## config.mk

```make
export PLATFORM = sky130hd
export DESIGN_NAME = ldo_voltage_limit_regs
export DESIGN_NICKNAME = d
export VERILOG_FILES = /design/src/ldo_channel.v /design/src/ldo_voltage_limit_regs.v
export VERILOG_INCLUDE_DIRS = /design/src /design/src/inc
export SDC_FILE = /design/constraint.sdc
export NUM_CORES = 1
export LEC_CHECK = 0
export BUFFER_PORTS_ARGS = -buffer_cell sky130_fd_sc_hd__buf_2
export CORE_ASPECT_RATIO = 1.2
export CORE_MARGIN = 8
export CORE_UTILIZATION = 40
export DETAILED_ROUTE_END_ITERATION = 6
export GPL_TIMING_DRIVEN = 0
export SLEW_MARGIN = 10
export SYNTH_ARGS = -nofsm -noshare
export SYNTH_HDL_FRONTEND = slang
export SYNTH_HIERARCHICAL = 1
export SYNTH_SLANG_ARGS = --single-unit
```

## constraint.sdc

```tcl
create_clock -name clk -period 4.2 [get_ports clk]
set_input_delay 0.21 -clock clk [delete_from_list [all_inputs] [get_ports clk]]
set_output_delay 0.21 -clock clk [all_outputs]
set_load 0.02 [all_outputs]
```

## src/inc/ldo_limit_map.vh

```
// Register offsets, field positions and reset values of the
// regulator voltage-select and ceiling register slice.
// Included by the slice's design files; definitions only.
`ifndef LDO_LIMIT_MAP_VH
`define LDO_LIMIT_MAP_VH

// ----------------------------------------------------------------
// Register offsets
// ----------------------------------------------------------------
`define OFS_REG1_CEILING   8'h12
`define OFS_REG2_PRIMARY   8'h13
`define OFS_REG2_ALTERNATE 8'h14
`define OFS_REG2_CEILING   8'h15
`define OFS_REG3_PRIMARY   8'h16
`define OFS_REG3_ALTERNATE 8'h17
`define OFS_REG3_CEILING   8'h18

// ----------------------------------------------------------------
// Field positions
// ----------------------------------------------------------------
`define CODE_MSB       5
`define CODE_LSB       0
`define SELECT_BIT     6
`define ECONOMY_BIT    6
`define ENABLE_BIT     7

// ----------------------------------------------------------------
// Fixed reset values, ceiling lock codes and the unmapped read value
// ----------------------------------------------------------------
`define SELECT_RESET   1'h0
`define ECONOMY_RESET  1'h0
`define CEIL_ALL_ONES  6'h3F
`define CEIL_ALL_ZEROS 6'h00
`define READ_UNMAPPED  8'h00

`endif

```

## src/ldo_channel.v

```verilog
// One regulator's primary, alternate and ceiling registers.
// Assumes write strobes already decoded and on the clk domain.
`timescale 1ns/1ns
`default_nettype none
`include "ldo_limit_map.vh"

module ldo_channel (
  input  wire       clk,
  input  wire       rst_n,
  input  wire       otp_reload,
  input  wire [5:0] otp_primary_code,
  input  wire [5:0] otp_alternate_code,
  input  wire       otp_enable,
  input  wire [5:0] otp_ceiling,
  input  wire       wr_primary,
  input  wire       wr_alternate,
  input  wire       wr_ceiling,
  input  wire [7:0] wr_data,
  input  wire       off_force,
  output wire [7:0] primary_image,
  output wire [7:0] alternate_image,
  output wire [7:0] ceiling_image,
  output reg  [5:0] vout_code_r,
  output reg        regulator_on_r,
  output reg        economy_out_r,
  output reg        ceiling_locked_r
);

  reg [5:0] primary_code_r;
  reg       register_select_r;
  reg [5:0] alternate_code_r;
  reg       enable_r;
  reg       economy_r;
  reg [5:0] ceiling_r;

  // ----------------------------------------------------------------
  // Helpers
  // ----------------------------------------------------------------
  function [5:0] clamp;
    input [5:0] code;
    input [5:0] ceil;
    begin
      clamp = (code > ceil) ? ceil : code;
    end
  endfunction

  function locks;
    input [5:0] ceil;
    begin
      locks = (ceil != `CEIL_ALL_ONES) && (ceil != `CEIL_ALL_ZEROS);
    end
  endfunction

  // ----------------------------------------------------------------
  // Registers
  // ----------------------------------------------------------------
  always @(posedge clk) begin
    if (!rst_n || otp_reload) begin
      primary_code_r   <= clamp(otp_primary_code, otp_ceiling);
      alternate_code_r <= clamp(otp_alternate_code, otp_ceiling);
      enable_r         <= otp_enable;
      ceiling_r        <= otp_ceiling;
      ceiling_locked_r <= locks(otp_ceiling);
      if (!rst_n) begin
        register_select_r <= `SELECT_RESET;
        economy_r         <= `ECONOMY_RESET;
      end
    end else begin
      if (wr_primary) begin
        primary_code_r    <= clamp(wr_data[`CODE_MSB:`CODE_LSB], ceiling_r);
        register_select_r <= wr_data[`SELECT_BIT];
      end
      if (wr_alternate) begin
        alternate_code_r <= clamp(wr_data[`CODE_MSB:`CODE_LSB], ceiling_r);
        enable_r         <= wr_data[`ENABLE_BIT];
        economy_r        <= wr_data[`ECONOMY_BIT];
      end
      if (wr_ceiling && !ceiling_locked_r) begin
        ceiling_r        <= wr_data[`CODE_MSB:`CODE_LSB];
        ceiling_locked_r <= locks(wr_data[`CODE_MSB:`CODE_LSB]);
      end
    end
  end

  // ----------------------------------------------------------------
  // Regulator drive
  // ----------------------------------------------------------------
  always @(posedge clk) begin
    if (!rst_n) begin
      vout_code_r    <= 6'h00;
      regulator_on_r <= 1'h0;
      economy_out_r  <= 1'h0;
    end else begin
      vout_code_r    <= clamp(register_select_r ? alternate_code_r : primary_code_r,
                              ceiling_r);
      regulator_on_r <= enable_r & ~off_force;
      economy_out_r  <= economy_r;
    end
  end

  // ----------------------------------------------------------------
  // Read images, reserved bits zero
  // ----------------------------------------------------------------
  assign primary_image   = {1'h0, register_select_r, primary_code_r};
  assign alternate_image = {enable_r, economy_r, alternate_code_r};
  assign ceiling_image   = {2'h0, ceiling_r};

endmodule // ldo_channel

`default_nettype wire

```

## src/ldo_voltage_limit_regs.v

```verilog
// Voltage ceiling register of regulator 1 and the primary, alternate
// and ceiling registers of regulators 2 and 3.
// Assumes the control-port register strobes and the factory memory
// values are on the clk domain; rst_n is the power-on reset.
// The control port is a strobe back end: one access per cycle, a write
// lands at its strobe edge and a read answers one cycle later.
// Codes above a ceiling are clamped when written and again on the way
// out; a factory-memory reload keeps register select and economy.
//
// Contract
// - A written primary or alternate code above the ceiling is stored as the ceiling.
// - A ceiling other than all ones or all zeros locks the ceiling against writes.
// - Only power-on reset or a reload of factory memory releases the ceiling lock.
// - Every register returns to its defaults on power-on reset.
// - Alternate bit 7 turns the regulator off at 0 and on at 1 unless off-state forces it off.
// - Reserved upper bits read as zero and software writes zero there.
// - Primary holds a six-bit factory-default code and a select bit 6 that resets to 0.
// - Regulator 2 sits at 13h, 14h, 15h; alternate holds enable, economy and a code.
// - Regulator 3 sits at 16h, 17h, 18h with the same layout.
// - Regulator 1 ceiling sits at 12h and resets from factory memory.
// - Factory-defined fields load from factory memory after reset.
`timescale 1ns/1ns
`default_nettype none
`include "ldo_limit_map.vh"

module ldo_voltage_limit_regs (
  // ----------------------------------------------------------------
  // Clock and reset
  // ----------------------------------------------------------------
  input  wire        clk,
  input  wire        rst_n,
  // ----------------------------------------------------------------
  // Control port
  // ----------------------------------------------------------------
  input  wire        reg_wr_en,
  input  wire        reg_rd_en,
  input  wire [7:0]  reg_addr,
  input  wire [7:0]  reg_wr_data,
  output reg  [7:0]  reg_rd_data_r,
  output reg         reg_rd_valid_r,
  // ----------------------------------------------------------------
  // Factory memory and off-state
  // ----------------------------------------------------------------
  input  wire        otp_reload,
  input  wire [5:0]  otp_reg1_ceiling,
  input  wire [5:0]  otp_reg2_primary,
  input  wire [5:0]  otp_reg2_alternate,
  input  wire        otp_reg2_enable,
  input  wire [5:0]  otp_reg2_ceiling,
  input  wire [5:0]  otp_reg3_primary,
  input  wire [5:0]  otp_reg3_alternate,
  input  wire        otp_reg3_enable,
  input  wire [5:0]  otp_reg3_ceiling,
  input  wire        off_state_force,
  // ----------------------------------------------------------------
  // Regulator outputs
  // ----------------------------------------------------------------
  output reg  [5:0]  reg1_ceiling_r,
  output reg         reg1_ceiling_locked_r,
  output wire [5:0]  reg2_vout_code_r,
  output wire        reg2_on_r,
  output wire        reg2_economy_r,
  output wire        reg2_ceiling_locked_r,
  output wire [5:0]  reg3_vout_code_r,
  output wire        reg3_on_r,
  output wire        reg3_economy_r,
  output wire        reg3_ceiling_locked_r
);

  wire [7:0] reg1_ceiling_image;
  wire [7:0] reg2_primary_image;
  wire [7:0] reg2_alternate_image;
  wire [7:0] reg2_ceiling_image;
  wire [7:0] reg3_primary_image;
  wire [7:0] reg3_alternate_image;
  wire [7:0] reg3_ceiling_image;
  wire       wr_reg1_ceiling;
  wire       wr_reg2_primary;
  wire       wr_reg2_alternate;
  wire       wr_reg2_ceiling;
  wire       wr_reg3_primary;
  wire       wr_reg3_alternate;
  wire       wr_reg3_ceiling;
  wire [5:0] wr_code;
  reg  [5:0] reg1_ceiling_nxt;
  reg        reg1_ceiling_locked_nxt;
  reg  [7:0] rd_data_nxt;
  reg        rd_valid_nxt;

  // ----------------------------------------------------------------
  // Helpers
  // ----------------------------------------------------------------
  function hit;
    input [7:0] addr;
    input [7:0] ofs;
    begin
      hit = reg_wr_en && (addr == ofs);
    end
  endfunction

  function locks;
    input [5:0] ceil;
    begin
      locks = (ceil != `CEIL_ALL_ONES) && (ceil != `CEIL_ALL_ZEROS);
    end
  endfunction

  // ----------------------------------------------------------------
  // Write decode
  // ----------------------------------------------------------------
  assign wr_code           = reg_wr_data[`CODE_MSB:`CODE_LSB];
  assign wr_reg1_ceiling   = hit(reg_addr, `OFS_REG1_CEILING);
  assign wr_reg2_primary   = hit(reg_addr, `OFS_REG2_PRIMARY);
  assign wr_reg2_alternate = hit(reg_addr, `OFS_REG2_ALTERNATE);
  assign wr_reg2_ceiling   = hit(reg_addr, `OFS_REG2_CEILING);
  assign wr_reg3_primary   = hit(reg_addr, `OFS_REG3_PRIMARY);
  assign wr_reg3_alternate = hit(reg_addr, `OFS_REG3_ALTERNATE);
  assign wr_reg3_ceiling   = hit(reg_addr, `OFS_REG3_CEILING);

  // ----------------------------------------------------------------
  // Regulator 1 ceiling
  // ----------------------------------------------------------------
  always @* begin
    reg1_ceiling_nxt        = reg1_ceiling_r;
    reg1_ceiling_locked_nxt = reg1_ceiling_locked_r;
    if (!rst_n || otp_reload) begin
      reg1_ceiling_nxt        = otp_reg1_ceiling;
      reg1_ceiling_locked_nxt = locks(otp_reg1_ceiling);
    end else if (wr_reg1_ceiling && !reg1_ceiling_locked_r) begin
      reg1_ceiling_nxt        = wr_code;
      reg1_ceiling_locked_nxt = locks(wr_code);
    end
  end

  always @(posedge clk) begin
    reg1_ceiling_r        <= reg1_ceiling_nxt;
    reg1_ceiling_locked_r <= reg1_ceiling_locked_nxt;
  end

  assign reg1_ceiling_image = {2'h0, reg1_ceiling_r};

  // ----------------------------------------------------------------
  // Regulators 2 and 3
  // ----------------------------------------------------------------
  ldo_channel u_reg2 (
    .clk                (clk),
    .rst_n              (rst_n),
    .otp_reload         (otp_reload),
    .otp_primary_code   (otp_reg2_primary),
    .otp_alternate_code (otp_reg2_alternate),
    .otp_enable         (otp_reg2_enable),
    .otp_ceiling        (otp_reg2_ceiling),
    .wr_primary         (wr_reg2_primary),
    .wr_alternate       (wr_reg2_alternate),
    .wr_ceiling         (wr_reg2_ceiling),
    .wr_data            (reg_wr_data),
    .off_force          (off_state_force),
    .primary_image      (reg2_primary_image),
    .alternate_image    (reg2_alternate_image),
    .ceiling_image      (reg2_ceiling_image),
    .vout_code_r        (reg2_vout_code_r),
    .regulator_on_r     (reg2_on_r),
    .economy_out_r      (reg2_economy_r),
    .ceiling_locked_r   (reg2_ceiling_locked_r)
  );

  ldo_channel u_reg3 (
    .clk                (clk),
    .rst_n              (rst_n),
    .otp_reload         (otp_reload),
    .otp_primary_code   (otp_reg3_primary),
    .otp_alternate_code (otp_reg3_alternate),
    .otp_enable         (otp_reg3_enable),
    .otp_ceiling        (otp_reg3_ceiling),
    .wr_primary         (wr_reg3_primary),
    .wr_alternate       (wr_reg3_alternate),
    .wr_ceiling         (wr_reg3_ceiling),
    .wr_data            (reg_wr_data),
    .off_force          (off_state_force),
    .primary_image      (reg3_primary_image),
    .alternate_image    (reg3_alternate_image),
    .ceiling_image      (reg3_ceiling_image),
    .vout_code_r        (reg3_vout_code_r),
    .regulator_on_r     (reg3_on_r),
    .economy_out_r      (reg3_economy_r),
    .ceiling_locked_r   (reg3_ceiling_locked_r)
  );

  // ----------------------------------------------------------------
  // Read mux
  // ----------------------------------------------------------------
  always @* begin
    rd_valid_nxt = reg_rd_en;
    rd_data_nxt  = reg_rd_data_r;
    if (reg_rd_en) begin
      case (reg_addr)
        `OFS_REG1_CEILING:   rd_data_nxt = reg1_ceiling_image;
        `OFS_REG2_PRIMARY:   rd_data_nxt = reg2_primary_image;
        `OFS_REG2_ALTERNATE: rd_data_nxt = reg2_alternate_image;
        `OFS_REG2_CEILING:   rd_data_nxt = reg2_ceiling_image;
        `OFS_REG3_PRIMARY:   rd_data_nxt = reg3_primary_image;
        `OFS_REG3_ALTERNATE: rd_data_nxt = reg3_alternate_image;
        `OFS_REG3_CEILING:   rd_data_nxt = reg3_ceiling_image;
        default:             rd_data_nxt = `READ_UNMAPPED;
      endcase
    end
  end

  // ----------------------------------------------------------------
  // Read data register
  // ----------------------------------------------------------------
  always @(posedge clk) begin
    if (!rst_n) begin
      reg_rd_data_r  <= 8'h00;
      reg_rd_valid_r <= 1'h0;
    end else begin
      reg_rd_valid_r <= rd_valid_nxt;
      reg_rd_data_r  <= rd_data_nxt;
    end
  end

endmodule // ldo_voltage_limit_regs

`default_nettype wire
```

==> flow_results.xml <==
<?xml version="1.0" encoding="UTF-8"?>
<metrics>
  <group name="sta">
    <metric name="holdWs" unit="ns">0.04376</metric>
    <metric name="clock_skew" unit="ns">0.009313</metric>
    <metric name="period_needed" unit="ns">2.582</metric>
    <metric name="grt_setup_unrepaired" unit="">false</metric>
    <metric name="timing.setup.tns" unit="ns">0</metric>
    <metric name="finalHoldViolations" unit="">0</metric>
    <metric name="setup_viol" unit="">0</metric>
    <metric name="tightest_slew" unit="ns">0.9937</metric>
    <metric name="max_slew_margin" unit="">0.3306</metric>
    <metric name="fmax" unit="MHz">387.3</metric>
    <metric name="final_min_period_over_clock_period" unit="">0.6148</metric>
    <metric name="slew_violations" unit="">0</metric>
  </group>
  <group name="job">
    <metric name="max_cap_violations" unit="">0</metric>
  </group>
  <group name="clock_network">
    <metric name="gates_resized_cts_repair" unit="">0</metric>
    <metric name="clkSlewWorstSetupHoldPaths" unit="ns">0.05</metric>
    <metric name="clk_latency" unit="ns">0.33</metric>
    <metric name="clock_tree.root_cell" unit="">sky130_fd_sc_hd__clkbuf_16</metric>
    <metric name="tritoncts_num_sinks" unit="">76</metric>
    <metric name="postCtsHoldBufs" unit="">0</metric>
    <metric name="max-clock-path-buffers" unit="">2</metric>
    <metric name="h-tree-depth" unit="">3</metric>
    <metric name="postCtsSetupRepairBufs" unit="">0</metric>
    <metric name="numCtsBuffers" unit="">9</metric>
    <metric name="tritoncts" unit="">done</metric>
  </group>
  <group name="synthesis">
    <metric name="synth_top_cells_by_area" unit="">sky130_fd_sc_hd__edfxtp_1 28%, sky130_fd_sc_hd__ha_1 11%, sky130_fd_sc_hd__dfxtp_1 9.1%, sky130_fd_sc_hd__mux2i_1 5.8%, sky130_fd_sc_hd__o21ai_0 3.5%</metric>
    <metric name="synth_seq_area_share" unit="">0.3675</metric>
    <metric name="synth.yosys.warnings" unit="">6</metric>
    <metric name="syn_inst" unit="">575</metric>
    <metric name="synth-main-ff-cell" unit="">sky130_fd_sc_hd__edfxtp_1</metric>
    <metric name="synthesis.area_per_instance" unit="um^2">9.616</metric>
    <metric name="cell_area_after_synthesis" unit="mm^2">0.005529</metric>
    <metric name="yosysUniqueCellTypes" unit="">63</metric>
    <metric name="synth_top_area_frac" unit="">0.2770</metric>
    <metric name="async_reset_ff_frac" unit="">0</metric>
    <metric name="ys_ff_latch" unit="">76</metric>
    <metric name="synthDominantAreaCellType" unit="">sky130_fd_sc_hd__edfxtp_1</metric>
    <metric name="synth_edf_count" unit="">51</metric>
  </group>
  <group name="floorplanning">
    <metric name="placeableCoreArea" unit="mm^2">0.01364</metric>
    <metric name="rows" unit="">47</metric>
    <metric name="initial_core_util" unit="">0.4053</metric>
    <metric name="ios" unit="">100</metric>
    <metric name="die-area" unit="mm^2">0.01786</metric>
    <metric name="floorplan.die.height" unit="um">144.8</metric>
    <metric name="fp.dieW" unit="um">123.3</metric>
  </group>
  <group name="global_routing">
    <metric name="grt_start_max_net_pins" unit="">21</metric>
    <metric name="vias_in_the_first_global_route" unit="">4910</metric>
    <metric name="antenna_found_initial" unit="">0</metric>
    <metric name="grt.overflow.total" unit="">0</metric>
    <metric name="gr_usage_total" unit="">0.1901</metric>
    <metric name="grt_pass1_wl" unit="mm">25.79</metric>
  </group>
  <group name="drt">
    <metric name="remaining_drc_errors" unit="">0</metric>
    <metric name="post_drt_via_cell_ratio" unit="">5.636</metric>
    <metric name="post_dr_wirelength_cell" unit="um">19.46</metric>
    <metric name="drt_antenna_net_count" unit="">0</metric>
    <metric name="drt-pass1-iter-count" unit="">5</metric>
    <metric name="drt_first_iter_violations" unit="">344</metric>
    <metric name="wl" unit="mm">16.77</metric>
    <metric name="route.vias.total" unit="">4858</metric>
  </group>
  <group name="pwr">
    <metric name="clockPowerShare" unit="">0.305</metric>
    <metric name="vdd_ir_drop_max" unit="V">0.0001897</metric>
    <metric name="p_switching" unit="uW">745.5</metric>
    <metric name="power.static_leakage" unit="nW">2.802</metric>
    <metric name="pwr_density_cell" unit="mW/mm^2">365.1</metric>
    <metric name="internal_power" unit="mW">1.634</metric>
    <metric name="combPwrFrac" unit="">0.279</metric>
    <metric name="power.share.switching" unit="">0.3132</metric>
    <metric name="sequentialPowerShare" unit="">0.417</metric>
  </group>
  <group name="finish">
    <metric name="antenna_cells" unit="">0</metric>
    <metric name="share_of_post_route_cells_with_drive_strength_above_1" unit="">0.2533</metric>
    <metric name="layout.cells.non_filler" unit="">862</metric>
    <metric name="post-route-util" unit="">0.4778</metric>
    <metric name="area_delta_synth_final" unit="%">17.90</metric>
    <metric name="finish.net_count" unit="">801</metric>
  </group>
  <group name="hold_path">
    <metric name="class_of_the_most_critical_hold_timing_path" unit="">input pin to flop</metric>
  </group>
  <group name="worst_setup_path">
    <metric name="timing.critical_path.fanout_max" unit="">10</metric>
    <metric name="worst-r2r-setup-slack" unit="ns">1.62</metric>
    <metric name="critical_path_required" unit="ns">4.43</metric>
    <metric name="crit_path_start_kind" unit="">flop</metric>
    <metric name="end_kind" unit="">flop</metric>
    <metric name="timing.setup.critical_path_class" unit="">flop to flop</metric>
    <metric name="critPathArrivalTime" unit="ns">2.81</metric>
  </group>
  <group name="placement">
    <metric name="port-buffer-count" unit="">97</metric>
    <metric name="gp_congestion" unit="">0.9366</metric>
    <metric name="placed_cells" unit="">847</metric>
    <metric name="detailedPlacementHpwl" unit="mm">13.74</metric>
  </group>
  <group name="status">
    <metric name="status" unit="">complete, no violations</metric>
  </group>
</metrics>
## layout make-up
cell class / count / area, um^2
Fill cell: 1358 / 7124
Clock inverter: 3 / 38.79
Buffer: 36 / 202.7
Clock buffer: 12 / 236.5
Sequential cell: 76 / 2032
Inverter: 47 / 176.4
Tap cell: 171 / 214.0
Timing Repair Buffer: 97 / 485.5
Multi-Input combinational cell: 420 / 3133
## sequential cells by signal, summed over array words and instances (netlist names), 6 cells and up
register,flops
u_reg3/vout_code_r,6
reg1_ceiling_r,6
u_reg3/primary_code_r,6
u_reg3/alternate_code_r,6
u_reg2/primary_code_r,6
reg_rd_data_r,8
u_reg2/ceiling_r,6
u_reg2/alternate_code_r,6
u_reg2/vout_code_r,6
u_reg3/ceiling_r,6
## power by group through the flow
stage               sequential (mW)  combinational [mW]  clock [mW]
floorplan                      1.02               0.395           0
global placement               1.01               0.642           0
detailed placement             1.01               0.658           0
CTS                           0.991               0.661       0.744
global route                  0.998               0.728       0.773
finish                        0.991               0.663       0.726
## worst paths after layout
kind	from	to	depth (start not counted)
worst min-delay path	off_state_force	u_reg3/regulator_on_r	2
worst max register to register	u_reg3/register_select_r	u_reg3/vout_code_r[3]	9
worst max-delay path	u_reg3/register_select_r	u_reg3/vout_code_r[3]	9
worst min register to register	reg_rd_data_r[7]	reg_rd_data_r[7]	2
## layer usage
metal,vias to the layer above,GRT usage,share of wire
li1,2362,-,-
met1,2291,0.2374,0.43
met2,169,0.3059,0.47
met3,36,0.03028,0.059
met4,0,0.1054,0.038
met5,-,0,0
## metrics by stage
step	setup WS, ns	power (mW)	area [um^2]
final	1.618	2.380	6519
after detailed placement	1.436	1.665	6243
after global routing	1.438	2.499	6519
after CTS	1.653	2.396	6519
after global placement	1.464	1.648	6243
after floorplan	1.907	1.416	5544
## logic make-up (layout without fill, tap and decap cells)
family,after synthesis,count (layout),synth area share
compound gates,160,160,0.2100
simple gates,157,157,0.1514
fa+ha+maj,48,48,0.1086
flops,76,76,0.3675
mux,49,49,0.09255
buf+inv,83,195,0.06857
other cells,2,6,0.001358
## cell usage after synthesis (all sizes together) (5+ instances only)
cell type  count
dfxtp         25
a21o           5
inv           47
nand2         52
a22o           7
nand2b         5
nor2b         12
a31oi          8
ha            48
clkbuf        17
nor4           5
nand3b         5
o2bb2ai       16
mux2          17
nand3         26
edfxtp        51
o31ai          5
nand4          9
mux2i         32
o21ai         49
nor3           7
buf           19
a21oi         36
and2           5
nor2          15
## cell usage in the layout (no fill, tap or decap), types with 6 or more instances in the layout
cell type | netlist | routed
sky130_fd_sc_hd__dfxtp_1 | 25 | 25
sky130_fd_sc_hd__clkbuf_16 | 0 | 9
sky130_fd_sc_hd__a31oi_1 | 8 | 8
sky130_fd_sc_hd__edfxtp_1 | 51 | 51
sky130_fd_sc_hd__inv_1 | 47 | 47
sky130_fd_sc_hd__o21ai_1 | 8 | 8
sky130_fd_sc_hd__mux2i_1 | 32 | 32
sky130_fd_sc_hd__buf_4 | 12 | 12
sky130_fd_sc_hd__a21oi_2 | 12 | 12
sky130_fd_sc_hd__mux2_2 | 17 | 17
sky130_fd_sc_hd__nor2b_1 | 12 | 12
sky130_fd_sc_hd__o21ai_0 | 39 | 39
sky130_fd_sc_hd__nand3_1 | 26 | 26
sky130_fd_sc_hd__clkbuf_1 | 16 | 19
sky130_fd_sc_hd__nor2_1 | 14 | 14
sky130_fd_sc_hd__conb_1 | 2 | 6
sky130_fd_sc_hd__ha_1 | 48 | 48
sky130_fd_sc_hd__nand2_1 | 52 | 52
sky130_fd_sc_hd__nor3_1 | 6 | 6
sky130_fd_sc_hd__nand4_1 | 9 | 9
sky130_fd_sc_hd__a21oi_1 | 24 | 24
sky130_fd_sc_hd__o2bb2ai_1 | 16 | 16
sky130_fd_sc_hd__buf_2 | 5 | 102
sky130_fd_sc_hd__a22o_1 | 7 | 7
## worst max-delay path: stages, from the launching register on
cell,delay (ns)
sky130_fd_sc_hd__edfxtp_1,0.35
sky130_fd_sc_hd__clkbuf_1,0.33
sky130_fd_sc_hd__mux2_2,0.41
sky130_fd_sc_hd__ha_1,0.32
sky130_fd_sc_hd__a21oi_1,0.15
sky130_fd_sc_hd__o21ai_0,0.09
sky130_fd_sc_hd__o22ai_1,0.25
sky130_fd_sc_hd__clkbuf_1,0.33
sky130_fd_sc_hd__nand3_1,0.12
sky130_fd_sc_hd__o21ai_0,0.14
Note: power is estimated with default switching activity, not from simulation.
